## src/gpir_consts.svh

```systemverilog
`ifndef GPIR_CONSTS_SVH
`define GPIR_CONSTS_SVH

// Bus and bank geometry.
`define GPIR_ADR_W 10
`define GPIR_DAT_W 32
`define GPIR_LOW_W 32
`define GPIR_HIGH_W 18
`define GPIR_RSVD_W 14

// Register byte offsets.
`define GPIR_OFF_MASK_LOW 10'h200
`define GPIR_OFF_PEND_LOW 10'h204
`define GPIR_OFF_CLR_LOW 10'h208
`define GPIR_OFF_FORCE_LOW 10'h20C
`define GPIR_OFF_MASK_HIGH 10'h210
`define GPIR_OFF_PEND_HIGH 10'h214
`define GPIR_OFF_CLR_HIGH 10'h218
`define GPIR_OFF_FORCE_HIGH 10'h21C

// Reset values: pending and mask are one bit, replicated across a bank; read data is full-width zero, the reserved value 14 bits of zero.
`define GPIR_PEND_RST 1'b0
`define GPIR_MASK_RST 1'b0
`define GPIR_RDATA_RST 32'h0000_0000
`define GPIR_RSVD_VAL 14'h0000

`endif

```

## src/gpir_pkg.sv

```systemverilog
package gpir_pkg;

    typedef struct packed {
        logic we;
        logic [9:0] adr;
        logic [3:0] sel;
        logic [31:0] dat;
    } gpir_wb_req_t;

    typedef enum logic [1:0] {
        GPIR_BUS_IDLE = 2'b01,
        GPIR_BUS_ACK = 2'b10
    } gpir_bus_state_t;

endpackage

```

## src/gpir_regs.sv

```systemverilog
// Overview of operation
// - Writing one to a clear register bit clears that pin's pending bit.
// - Writing one to a force register bit sets pending at once, for testing.
// - Upper-bank pins drive the interrupt only when their mask bit is set.
// - Reading the upper pending register returns pending bits of pins 49 to 32.
// - Lower-bank bit n maps to pin n; all bits reset to zero.
// - Upper-bank bit n maps to pin n plus 32; bits 31-18 read zero.
// - A lower-bank mask register lets set bits drive the interrupt.
// - Reading the lower pending register returns pending bits of pins 31 to 0.
//
// Chosen here: register access over Wishbone.
`timescale 1ns/1ns
`include "gpir_consts.svh"
module gpir_regs #(
    parameter int LOW_W = `GPIR_LOW_W,
    parameter int HIGH_W = `GPIR_HIGH_W
) (
    input wire logic core_clk,
    input wire logic sys_rst,
    input wire logic wb_cyc_i,
    input wire logic wb_stb_i,
    input wire logic wb_we_i,
    input wire logic [`GPIR_ADR_W-1:0] wb_adr_i,
    input wire logic [3:0] wb_sel_i,
    input wire logic [`GPIR_DAT_W-1:0] wb_dat_i,
    output logic [`GPIR_DAT_W-1:0] wb_dat_o,
    output logic wb_ack_o,
    input wire logic [LOW_W-1:0] pin_event_low,
    input wire logic [HIGH_W-1:0] pin_event_high,
    output logic irq
);
    gpir_pkg::gpir_wb_req_t req;
    logic take;
    logic wr;
    logic [`GPIR_DAT_W-1:0] wmask;
    logic [`GPIR_DAT_W-1:0] next_rdata;
    logic hit_mask_low;
    logic hit_pend_low;
    logic hit_clr_low;
    logic hit_force_low;
    logic hit_mask_high;
    logic hit_pend_high;
    logic hit_clr_high;
    logic hit_force_high;
    logic [LOW_W-1:0] pending_low;
    logic [LOW_W-1:0] enable_low;
    logic [HIGH_W-1:0] pending_high;
    logic [HIGH_W-1:0] enable_high;
    logic irq_low;
    logic irq_high;

    assign req = '{we: wb_we_i, adr: wb_adr_i, sel: wb_sel_i, dat: wb_dat_i};

    gpir_wb_port u_port (
        .core_clk(core_clk),
        .sys_rst(sys_rst),
        .wb_cyc_i(wb_cyc_i),
        .wb_stb_i(wb_stb_i),
        .wb_ack_o(wb_ack_o),
        .take(take)
    );

    // Byte lanes gate every write, including the write-one registers.
    assign wmask = {{8{req.sel[3]}}, {8{req.sel[2]}}, {8{req.sel[1]}}, {8{req.sel[0]}}};
    assign wr = take && req.we;

    assign hit_mask_low = (req.adr == `GPIR_OFF_MASK_LOW);
    assign hit_pend_low = (req.adr == `GPIR_OFF_PEND_LOW);
    assign hit_clr_low = (req.adr == `GPIR_OFF_CLR_LOW);
    assign hit_force_low = (req.adr == `GPIR_OFF_FORCE_LOW);
    assign hit_mask_high = (req.adr == `GPIR_OFF_MASK_HIGH);
    assign hit_pend_high = (req.adr == `GPIR_OFF_PEND_HIGH);
    assign hit_clr_high = (req.adr == `GPIR_OFF_CLR_HIGH);
    assign hit_force_high = (req.adr == `GPIR_OFF_FORCE_HIGH);

    // Lower bank: bit n is pin n.
    gpir_bank #(
        .W(LOW_W)
    ) u_low (
        .core_clk(core_clk),
        .sys_rst(sys_rst),
        .evt(pin_event_low),
        .wdata(req.dat[LOW_W-1:0]),
        .wmask(wmask[LOW_W-1:0]),
        .wr_clr(wr && hit_clr_low),
        .wr_set(wr && hit_force_low),
        .wr_mask(wr && hit_mask_low),
        .pending(pending_low),
        .enable(enable_low),
        .irq_any(irq_low)
    );

    // Upper bank: bit n is pin n plus 32; bits above are not stored.
    gpir_bank #(
        .W(HIGH_W)
    ) u_high (
        .core_clk(core_clk),
        .sys_rst(sys_rst),
        .evt(pin_event_high),
        .wdata(req.dat[HIGH_W-1:0]),
        .wmask(wmask[HIGH_W-1:0]),
        .wr_clr(wr && hit_clr_high),
        .wr_set(wr && hit_force_high),
        .wr_mask(wr && hit_mask_high),
        .pending(pending_high),
        .enable(enable_high),
        .irq_any(irq_high)
    );

    // Write-one registers and unmapped addresses read as zero.
    always_comb begin
        next_rdata = `GPIR_RDATA_RST;
        case (1'b1)
            hit_mask_low: begin
                next_rdata[LOW_W-1:0] = enable_low;
            end
            hit_pend_low: begin
                next_rdata[LOW_W-1:0] = pending_low;
            end
            hit_mask_high: begin
                next_rdata[HIGH_W-1:0] = enable_high;
            end
            hit_pend_high: begin
                next_rdata[HIGH_W-1:0] = pending_high;
            end
            default: begin
                next_rdata = `GPIR_RDATA_RST;
            end
        endcase
    end

    always_ff @(posedge core_clk or posedge sys_rst) begin
        if (sys_rst) begin
            wb_dat_o <= `GPIR_RDATA_RST;
        end else if (take && !req.we) begin
            wb_dat_o <= next_rdata;
        end
    end

    always_ff @(posedge core_clk or posedge sys_rst) begin
        if (sys_rst) begin
            irq <= 1'b0;
        end else begin
            irq <= irq_low || irq_high;
        end
    end

    // Helper terms read only by the checks below.
    logic [LOW_W-1:0] chk_clr_low;
    logic [HIGH_W-1:0] chk_clr_high;
    logic [LOW_W-1:0] chk_set_low;
    logic [HIGH_W-1:0] chk_set_high;
    logic [LOW_W-1:0] chk_ev_hit_low;
    logic chk_any_on;
    logic chk_rd_pend_low;
    logic chk_rd_pend_high;
    logic chk_rd_mask_high;
    logic chk_wr_mask_low;

    assign chk_clr_low = (wr && hit_clr_low)
        ? (req.dat[LOW_W-1:0] & wmask[LOW_W-1:0] & ~pin_event_low) : '0;
    assign chk_clr_high = (wr && hit_clr_high)
        ? (req.dat[HIGH_W-1:0] & wmask[HIGH_W-1:0] & ~pin_event_high) : '0;
    assign chk_set_low = (wr && hit_force_low)
        ? (req.dat[LOW_W-1:0] & wmask[LOW_W-1:0]) : '0;
    assign chk_set_high = (wr && hit_force_high)
        ? (req.dat[HIGH_W-1:0] & wmask[HIGH_W-1:0]) : '0;
    assign chk_ev_hit_low = (wr && hit_clr_low) ? pin_event_low : '0;
    assign chk_any_on = |(pending_low & enable_low) || |(pending_high & enable_high);
    assign chk_rd_pend_low = take && !req.we && hit_pend_low;
    assign chk_rd_pend_high = take && !req.we && hit_pend_high;
    assign chk_rd_mask_high = take && !req.we && hit_mask_high;
    assign chk_wr_mask_low = wr && hit_mask_low && (req.sel == 4'hF);
endmodule

```

## src/gpir_wb_port.sv

```systemverilog
`timescale 1ns/1ns
module gpir_wb_port (
    input wire logic core_clk,
    input wire logic sys_rst,
    input wire logic wb_cyc_i,
    input wire logic wb_stb_i,
    output logic wb_ack_o,
    output logic take
);
    gpir_pkg::gpir_bus_state_t state;
    gpir_pkg::gpir_bus_state_t next_state;

    always_comb begin
        case (state)
            gpir_pkg::GPIR_BUS_IDLE: begin
                if (wb_cyc_i && wb_stb_i) begin
                    next_state = gpir_pkg::GPIR_BUS_ACK;
                end else begin
                    next_state = gpir_pkg::GPIR_BUS_IDLE;
                end
            end
            gpir_pkg::GPIR_BUS_ACK: begin
                next_state = gpir_pkg::GPIR_BUS_IDLE;
            end
            default: begin
                next_state = gpir_pkg::GPIR_BUS_IDLE;
            end
        endcase
    end

    always_ff @(posedge core_clk or posedge sys_rst) begin
        if (sys_rst) begin
            state <= gpir_pkg::GPIR_BUS_IDLE;
        end else begin
            state <= next_state;
        end
    end

    // Acknowledge comes straight from the state flip-flop.
    assign wb_ack_o = state[1];
    assign take = state[0] && wb_cyc_i && wb_stb_i;
endmodule

```

## src/gpir_bank.sv

```systemverilog
`timescale 1ns/1ns
`include "gpir_consts.svh"
module gpir_bank #(
    parameter int W = 32
) (
    input wire logic core_clk,
    input wire logic sys_rst,
    input wire logic [W-1:0] evt,
    input wire logic [W-1:0] wdata,
    input wire logic [W-1:0] wmask,
    input wire logic wr_clr,
    input wire logic wr_set,
    input wire logic wr_mask,
    output logic [W-1:0] pending,
    output logic [W-1:0] enable,
    output logic irq_any
);
    logic [W-1:0] clr_vec;
    logic [W-1:0] set_vec;
    logic [W-1:0] next_pending;

    assign clr_vec = wr_clr ? (wdata & wmask) : {W{1'b0}};
    assign set_vec = wr_set ? (wdata & wmask) : {W{1'b0}};
    // A pin event or a forced bit beats a clear in the same cycle.
    assign next_pending = (pending & ~clr_vec) | set_vec | evt;

    always_ff @(posedge core_clk or posedge sys_rst) begin
        if (sys_rst) begin
            pending <= {W{`GPIR_PEND_RST}};
        end else begin
            pending <= next_pending;
        end
    end

    always_ff @(posedge core_clk or posedge sys_rst) begin
        if (sys_rst) begin
            enable <= {W{`GPIR_MASK_RST}};
        end else if (wr_mask) begin
            enable <= (enable & ~wmask) | (wdata & wmask);
        end
    end

    assign irq_any = |(pending & enable);
endmodule

```

## config.mk

```make
export PLATFORM = sky130hd
export DESIGN_NAME = gpir_regs
export DESIGN_NICKNAME = d
export VERILOG_FILES = /design/src/gpir_pkg.sv /design/src/gpir_regs.sv /design/src/gpir_wb_port.sv /design/src/gpir_bank.sv
export VERILOG_INCLUDE_DIRS = /design/src
export SDC_FILE = /design/constraint.sdc
export NUM_CORES = 1
export LEC_CHECK = 0
export BUFFER_PORTS_ARGS = -buffer_cell sky130_fd_sc_hd__buf_2
export CORE_MARGIN = 2
export CORE_UTILIZATION = 40
export DETAILED_ROUTE_END_ITERATION = 10
export RECOVER_POWER = 100
export SETUP_SLACK_MARGIN = 0.1
export SLEW_MARGIN = 0
export SYNTH_ARGS = -nofsm -noshare
export SYNTH_HDL_FRONTEND = slang
export SYNTH_SLANG_ARGS = --single-unit
```

## constraint.sdc

```tcl
create_clock -name core_clk -period 7.12 [get_ports core_clk]
set_input_delay 1.424 -clock core_clk [delete_from_list [all_inputs] [get_ports core_clk]]
set_output_delay 1.424 -clock core_clk [all_outputs]
set_load 0.01 [all_outputs]
```

==> results of run 1 <==
==> per-stage QoR <==
step	instance area, um2	instances	util [%]
floorplan	6335	536	-
global placement	7149	859	45.67
detailed placement	7149	859	45.67
CTS	7801	891	49.83
global route	7735	891	49.41
finish	7735	891	49.41
==> layout make-up <==
cell class	instances	area (um2)
clock buffer	17	425.4
inverter	3	12.51
tap	216	270.3
timing repair buffer	135	630.6
sequential	135	3379
clock inverter	15	226.5
multi-input combinational	370	2790
fill	1496	7920
==> critical path, stage by stage <==
cell      delay [ns]
clkbuf_1        1.60
inv_1           0.29
or3_1           0.52
nor3_1          0.83
a221o_1         0.30
==> logic make-up (layout without fill, tap and decap cells) <==
group           Yosys count  in the layout  synth area share [%]
compound gates          125            125                 16.27
buf+inv                  31            170                 2.331
simple gates            163            163                 14.10
mux                      82             82                 13.94
flops                   135            135                 53.35
==> cell usage after synthesis (2+ instances only) <==
cell type	instances	area [um2]
nor4_4	5	106.4
o221ai_1	18	157.7
nand4b_1	3	26.28
mux2_1	2	22.52
nor2_2	4	25.02
inv_1	3	11.26
nor3_2	2	20.02
nand3_1	15	75.07
mux2_2	48	540.5
nor3_1	4	20.02
mux2i_1	32	320.3
a22o_1	10	87.58
and4_1	5	43.79
buf_1	2	7.510
a221oi_1	10	87.58
and4b_1	3	30.03
nand2_1	93	349.1
nand4_1	6	37.54
and2_1	2	12.51
buf_4	3	22.52
o21ai_0	32	160.2
nor2_1	6	22.52
dfrtp_1	134	3353
clkbuf_1	12	45.04
or4_1	3	22.52
a22oi_1	5	37.54
or4bb_1	2	22.52
buf_2	10	50.05
a221o_1	50	500.5
==> final timing paths <==
| kind | startpoint | end | cells after the start |
|---|---|---|---|
| max in group asynchronous | sys_rst | wb_dat_o[27] | 3 |
| worst min register to register | u_port.state[1] | u_port.state[1] | 1 |
| worst max-delay path | wb_adr_i[2] | u_low.pending[30] | 5 |
| worst min-delay path | u_port.state[1] | u_port.state[1] | 1 |
| worst max register to register | u_port.state[0] | u_low.pending[30] | 4 |
| min in group asynchronous | sys_rst | u_high.pending[10] | 2 |
==> layer usage <==
metal	vias to the layer above	part of all wire, %	wire [um]
li1	2333	-	-
met1	2706	43	8509
met2	188	50	9786
met3	21	5.9	1169
met4	0	1.3	250
met5	-	0	0
==> report_power, final <==
group          switching (mW)  leakage, nW  internal, mW
Clock                   0.345        0.310         0.623
Combinational          0.0644         1.38        0.0347
Sequential            0.00158         1.62         0.770
Total                   0.411         3.31          1.43
==> impl_results.md, run 1 <==
* Status: complete, but fails checks
* Failing checks: capacitance limit, slew limit
* Gr usage total at 24.14%
* Sequential-to-total area share from yosys stat at 53.35%
* Drc violations at 0
* Vias per cell at 5.890
* Max-Cap Viols at 3
* Ant diodes at 0
* Cell Area, Synth at 6335 um2
* Post-Syn Nets at 637
* Measured slew at the worst slew-check pin at 2.567 ns
* Total power at 1.839 mW
* Router iterations before antenna repair at 5
* Starting DRT DRC Count at 409
* Commonest non-fill, non-tap cells in the layout: 134 x dfrtp_1, 98 x buf_2, 93 x nand2_1
* Routed Wire Length at 19720 um
* Initial antenna violation count at 0
* Routed WL per cell at 22.13 um
* Met2 usage at 39.08%
* Via Count at 5248
* Fmax at 216.1 MHz
* Top_reg_cell synth: dfrtp_1
* Worst Path Max Fanout at 37
* Post-CTS setup repair buffer count at 0
* CTS H-tree lvls at 4
* Clk root buf: clkbuf_16
* First-pass GRT wire length at 30170 um
* Min-delay worst type: flip-flop to flip-flop
* Leakage at 3.312 nW
* CTS Sinks at 135
* Total grt overflow at 0
* Hold buffer count at CTS at 0
* Proportion of layout cells with a drive suffix above 1 at 28.15%
* R2R setup slack at 4.62 ns
* Syn. warnings at 0
* Worst path required time at 7.48 ns
* Met3 Track Usage GR at 5.207%
* Cells after synthesis at 536
* Worst skew pair latency at 0.42 ns
* Worst setup margin at 2.493 ns
* Synth cell types at 41
* Relative slew slack at -72.05%
* Port Buf Inserts at 134
* Pin count of the biggest net entering global routing at 80
* Post-synth EDFFs at 0
* Tmin final at 4.627 ns
* Die H at 129.8 um
* GRT busiest layer: met2
* Top-Level Pins at 135
* Setup CP Type: input port to flip-flop
* Area Overhead vs Synth at 22.10%
* Met1 Use GR at 32.90%
* Hold slack at 0.4647 ns
* Period utilization at 64.99%
* Area of the core at 15660 um2
* CP Launch Type: input port
* WP data arrival at 4.98 ns
* Slew Limit Fails at 176
* Post-DP HPWL at 14280 um
* RSZ-0062 raised after global routing: no
* Dpl ws at 3.048 ns
* CP endpoint kind: flip-flop
* Clock input transition at the sequential cells of the worst setup and hold paths at 0.06 ns
* Post-CTS sizing at 0
* Placer's final routability congestion estimate at 0.8226
* Die footprint at 16860 um2
* Fin. Hold Viols at 0
* Clk buf depth at 2
* Syn_area_per_cell at 11.82 um2
* VDD IR max at 174.6 uV
* Layout Nets at 763
* Chip width at 129.8 um
* Vias in the first global route at 5349
* Synthesized flop and latch total at 135
* PD cells at 237.7 nW/um2
* Clock skew at 0.006296 ns
* FFs w/ async S/R, synth at 100.0%
* CTS tree: done
* Floorplan row count at 46
* Setup TNS at 0 ns
* Initial core utilization at 40.47%
* Commonest non-fill, non-tap cell in the layout: dfrtp_1
* Final Setup Violations at 0
* DRT antenna net count at 0
* CTS Buf Count at 17
Power figures use the tool's default switching activity.
==> run 2: changes to the inputs <==
==> constraint.sdc (replaced) <==
create_clock -name core_clk -period 4.8 [get_ports core_clk]
set_input_delay 0.96 -clock core_clk [delete_from_list [all_inputs] [get_ports core_clk]]
set_output_delay 0.96 -clock core_clk [all_outputs]
set_load 0.01 [all_outputs]
==> run 2 against run 1 <==
Against the previous run: sequential power rose by 49%; clock skew rose by 0.00067 ns; clock-buffer cell count rose by 7; combinational power rose by 50%; design area fell by 0.49%; first-iteration DRC count rose by 16%; critical path depth did not move; worst hold slack improved by 0.013 ns; setup slack got worse by 1.4 ns; the flow still finishes with violations (capacitance limit, slew limit); clock power rose by 38%; global-route usage rose by 0.083 points.
==> impl_results.md, run 2 (synthesis gave the netlist of run 1 again) <==
* Layout Nets at 764 (+0.13%)
* Placer's final routability congestion estimate at 0.8430 (+2.5%)
* Fmax at 272.4 MHz
* CP Launch Type: input port
* Port Buf Inserts at 134 (unchanged)
* Routed WL per cell at 22.29 um (+0.75%)
* Initial core utilization at 40.47% (unchanged)
* Period utilization at 76.47%
* Vias in the first global route at 5288 (-1.1%)
* Commonest non-fill, non-tap cell in the layout: dfrtp_1
* Via Count at 5230 (-0.34%)
* Clock skew at 0.006970 ns (+0.0006740 ns)
* Clock input transition at the sequential cells of the worst setup and hold paths at 0.06 ns (about the same)
* Gr usage total at 24.23% (+0.083 points)
* Leakage at 3.296 nW (-0.48%)
* Starting DRT DRC Count at 474 (+16%)
* CTS tree: done
* Chip width at 129.8 um (unchanged)
* Clk root buf: clkbuf_16
* Total power at 2.635 mW (+43%)
* Fin. Hold Viols at 0 (unchanged)
* Min-delay worst type: flip-flop to flip-flop
* Initial antenna violation count at 0 (unchanged)
* Hold buffer count at CTS at 0 (unchanged)
* Post-CTS setup repair buffer count at 0 (unchanged)
* Measured slew at the worst slew-check pin at 2.763 ns (+0.1961 ns)
* Worst Path Max Fanout at 37 (unchanged)
* Max-Cap Viols at 2 (-1)
* Failing checks: capacitance limit, slew limit
* Slew Limit Fails at 69 (-61%)
* Floorplan row count at 46 (unchanged)
* Area of the core at 15660 um2 (unchanged)
* Vias per cell at 5.870 (-0.34%)
* VDD IR max at 248.8 uV (+42%)
* CTS H-tree lvls at 4 (unchanged)
* CP endpoint kind: flip-flop
* Router iterations before antenna repair at 5 (unchanged)
* Total grt overflow at 0 (unchanged)
* Post-CTS sizing at 0 (unchanged)
* Fillers at 1459 (-2.5%)
* Worst skew pair latency at 0.42 ns (about the same)
* DRT antenna net count at 0 (unchanged)
* Proportion of layout cells with a drive suffix above 1 at 27.70% (-0.44 points)
* Cell area after layout at 7697 um2 (-0.49%)
* Drc violations at 0 (unchanged)
* Final Setup Violations at 0 (unchanged)
* Die footprint at 16860 um2 (unchanged)
* PD cells at 342.3 nW/um2 (+44%)
* Pin count of the biggest net entering global routing at 77 (-3.8%)
* Top-Level Pins at 135 (unchanged)
* Routed Wire Length at 19860 um (+0.75%)
* Status: complete, but fails checks
* Setup CP Type: input port to flip-flop
* CTS Buf Count at 17 (unchanged)
* Clk buf depth at 2 (unchanged)
* CTS Sinks at 135 (unchanged)
* Area Overhead vs Synth at 21.51%
* Setup TNS at 0 ns (unchanged)
* Relative slew slack at -85.19% (-13 points)
* Hold Path Stages at 2 (+1)
* Post-DP HPWL at 14190 um (-0.60%)
* R2R cell count at 4 (unchanged)
* Worst path required time at 5.10 ns (-2.38 ns)
* Area after DPL at 7169 um2 (+0.28%)
* WP data arrival at 3.97 ns (-1.01 ns)
* Tmin final at 3.670 ns
* Ant diodes at 0 (unchanged)
* RSZ-0062 raised after global routing: no
* Die H at 129.8 um (unchanged)
* First-pass GRT wire length at 30310 um (+0.48%)
* Commonest non-fill, non-tap cells in the layout: 134 x dfrtp_1, 97 x buf_2, 93 x nand2_1
run 2: cell count changes in the layout (fill, tap and decap cells not counted), moves of 2 or more:
cell / delta
clkbuf_8: +7
bufinv_16: -3
clkinv_4: -3
and2_0: -2
and2_1: +2
clkbuf_1: +2
inv_6: -2
run 2: stage by stage:
stage / hold WS [ns] / util, % / instances / setup WS, ns
finish: 0.4778 / 49.17 / 891 / 1.130
global route: 0.4903 / 49.17 / 891 / 1.038
CTS: 0.4755 / 49.70 / 891 / 1.895
floorplan: 0.4819 / - / 536 / 0.2305
global placement: 0.4623 / 45.80 / 860 / 1.506
detailed placement: 0.4673 / 45.80 / 860 / 1.462
run 2: power breakdown:
group	switching, mW	total, mW	internal [mW]	leakage, nW
sequential	0.00241	1.15	1.14	1.62
clock	0.485	1.34	0.856	0.300
combinational	0.0963	0.149	0.0523	1.38
total	0.584	2.63	2.05	3.30
run 2: metal layers:
layer | share of wire (%) | global-route usage, % | routed length [um] | up-vias
met1 | 43 | 32.40 | 8442 | 2614
li1 | - | - | - | 2335
met3 | 7.8 | 6.437 | 1554 | 36
met5 | 0 | 0 | 0 | -
met2 | 47 | 37.70 | 9291 | 245
met4 | 2.9 | 9.804 | 574 | 0
run 2: layout make-up:
type / count / area [um2] / share of cell area [%]
flip-flops and latches: 135 / 3379 / 43.90
clock buffers: 24 / 521.8 / 6.778
clock inverters: 7 / 90.09 / 1.170
well taps: 216 / 270.3 / 3.511
multi-input cells: 370 / 2775 / 36.05
inverters: 3 / 12.51 / 0.1625
repair buffers: 136 / 648.1 / 8.420
run 2: final timing paths:
check                                start           endpoint  slack (ns)
max                            wb_adr_i[2]  u_high.pending[2]        1.13
min                           wb_dat_o[28]       wb_dat_o[28]        0.48
max reg2reg                u_port.state[0]  u_high.pending[2]        1.77
min reg2reg                   wb_dat_o[28]       wb_dat_o[28]        0.48
max in group asynchronous          sys_rst  u_low.pending[23]        2.23
min in group asynchronous          sys_rst       wb_dat_o[14]        1.31
run 2: worst max-delay path, stage by stage:
cell and delay (ns):
buf_2 0.41, nand4b_1 0.56, nor4_1 1.53, nand2_1 0.14, a221o_1 0.34
==> run 3: changes to the inputs <==
==> constraint.sdc (replaced) <==
create_clock -name core_clk -period 3.4 [get_ports core_clk]
set_input_delay 0.68 -clock core_clk [delete_from_list [all_inputs] [get_ports core_clk]]
set_output_delay 0.68 -clock core_clk [all_outputs]
set_load 0.01 [all_outputs]
==> run 3 against run 2 <==
Against the previous run: the run still ends with capacitance limit, slew limit left; sequential power increased by 41%; largest cell class unchanged; clock-buffer cell count decreased by 3; wire length increased by 1.2%; worst hold slack got worse by 0.038 ns; first-iteration DRC count decreased by 4.2%.
==> impl_results.md, run 3 (synthesis gave the netlist of run 1 again) <==
* CTS tree: done
* Slew Limit Fails at 101 (+46%)
* Cell area after layout at 7659 um2 (-0.50%)
* Critical Path Source: wb_adr_i[7]
* Post-CTS setup repair buffer count at 0 (unchanged)
* R2R setup slack at 0.96 ns (-0.81 ns)
* Total grt overflow at 0 (unchanged)
* Proportion of layout cells with a drive suffix above 1 at 28.36% (+0.66 points)
* Status: complete, but fails checks
* Commonest non-fill, non-tap cells in the layout: 134 x dfrtp_1, 99 x buf_2, 93 x nand2_1
* Top-Level Pins at 135 (unchanged)
* CP endpoint kind: flip-flop
* Fmax at 365.5 MHz
* Routed Wire Length at 20110 um (+1.2%)
* Worst Path Max Fanout at 10 (-73%)
* Critical path capture point: u_high.pending[9]
* Fin. Hold Viols at 0 (unchanged)
* Period utilization at 80.47%
* CP Launch Type: input port
* Measured slew at the worst slew-check pin at 1.669 ns (-1.094 ns)
* Pin count of the biggest net entering global routing at 68 (-12%)
* Launch point of the worst reg-to-reg path: u_port.state[0]
* Setup CP Type: input port to flip-flop
* DRT antenna net count at 0 (unchanged)
* Total power at 3.590 mW (+36%)
* RSZ-0062 raised after global routing: no
* Fillers at 1493 (+2.3%)
* Failing checks: capacitance limit, slew limit
* Router iterations before antenna repair at 5 (unchanged)
* PD cells at 468.8 nW/um2 (+37%)
* Worst skew pair latency at 0.43 ns (about the same)
* Die H at 129.8 um (unchanged)
* Vias in the first global route at 5309 (+0.40%)
* Register area at 3379 um2 (unchanged)
* Commonest non-fill, non-tap cell in the layout: dfrtp_1
* Chip width at 129.8 um (unchanged)
* Area after DPL at 7231 um2 (+0.86%)
* VDD IR max at 365.7 uV (+47%)
* Post-CTS sizing at 0 (unchanged)
* Final Setup Violations at 0 (unchanged)
* WP data arrival at 3.04 ns (-0.93 ns)
* Initial antenna violation count at 0 (unchanged)
* First-pass GRT wire length at 30870 um (+1.8%)
* Post-DP HPWL at 14410 um (+1.5%)
* Port Buf Inserts at 134 (unchanged)
* CTS Sinks at 135 (unchanged)
* Placer's final routability congestion estimate at 0.8347 (-0.98%)
* Gr usage total at 24.67% (+0.44 points)
* Clk buf depth at 2 (unchanged)
* Die footprint at 16860 um2 (unchanged)
* Floorplan row count at 46 (unchanged)
* Tmin final at 2.736 ns
* Clock skew at 0.01010 ns (+0.003129 ns)
* Hold buffer count at CTS at 0 (unchanged)
* Clk root buf: clkbuf_16
* Leakage at 3.249 nW (-1.4%)
* Initial core utilization at 40.47% (unchanged)
* Area of the multi-input gates at 2749 um2 (-0.95%)
* Drc violations at 0 (unchanged)
* Layout Nets at 772 (+1.0%)
* Ant diodes at 0 (unchanged)
* Clock input transition at the sequential cells of the worst setup and hold paths at 0.06 ns (about the same)
* Starting DRT DRC Count at 454 (-4.2%)
* CTS H-tree lvls at 4 (unchanged)
* Worst path required time at 3.71 ns (-1.39 ns)
* Cells after DPL at 868 (+0.93%)
* Area of the core at 15660 um2 (unchanged)
* Vias per cell at 5.789 (-1.4%)
* Finished Layout Cells at 900 (+1.0%)
* R2R cell count at 4 (unchanged)
* RR Endpoint: u_high.pending[9]
* Via Count at 5210 (-0.38%)
* Setup TNS at 0 ns (unchanged)
* Area Overhead vs Synth at 20.90%
* Min-delay worst type: input port to asynchronous set/reset pin
* CTS Buf Count at 17 (unchanged)
* Routed WL per cell at 22.34 um (+0.23%)
* Max-Cap Viols at 2 (unchanged)
* Relative slew slack at -11.28% (+74 points)
[run 3: cell types whose count changed in the layout (fill, tap and decap cells not counted), sizes merged]
| cell | before | now |
|---|---|---|
| clkbuf | 62 | 60 |
| inv | 2 | 4 |
| clkinvlp | 3 | 4 |
| bufinv | 2 | 1 |
| clkinv | 3 | 5 |
| buf | 98 | 105 |
[run 3: metrics by stage]
stage / util [%] / worst slack, ns / hold slack, ns
global placement: 46.19 / 0.4044 / 0.4501
finish: 48.92 / 0.6641 / 0.4399
global route: 48.92 / 0.3823 / 0.4361
floorplan: - / 1.023 / 0.4819
detailed placement: 46.19 / 0.3409 / 0.4587
CTS: 49.76 / 0.7780 / 0.3102
[run 3: where the power goes]
part	switching (mW)	leakage, nW	total, mW	internal (mW)
clock	0.722	0.270	1.77	1.04
combinational	0.134	1.36	0.209	0.0744
sequential	0.00349	1.62	1.62	1.61
[run 3: layout make-up]
class | instances | area share, %
multi-input combinational | 370 | 35.89
timing repair buffer | 144 | 8.985
sequential | 135 | 44.13
clock inverter | 11 | 1.291
tap | 216 | 3.529
clock buffer | 21 | 6.012
inverter | 3 | 0.1634
[run 3: worst max-delay path, cell delays in order]
cell and delay (ns):
buf_2 0.10, or4b_1 0.78, nor4_2 1.03, nand2_1 0.12, a221o_1 0.33
[run 3: routing by layer]
metal / global-route usage [%] / part of all wire [%] / vias to the layer above
li1: - / - / 2349
met4: 7.906 / 2.0 / 0
met1: 33.64 / 44 / 2654
met2: 39.54 / 48 / 184
met3: 5.289 / 5.4 / 23
met5: 0 / 0 / -
[run 3: how the worst min path moves through the flow]
stage,to,slack (ns),cells past startpoint
after floorplan,flip-flop,0.48,1
after global placement,u_port.state[1],0.45,1
after detailed placement,u_port.state[1],0.46,1
after CTS,u_low.pending[10],0.31,2
after global routing,u_low.pending[14],0.44,2
final,u_high.pending[10],0.44,2
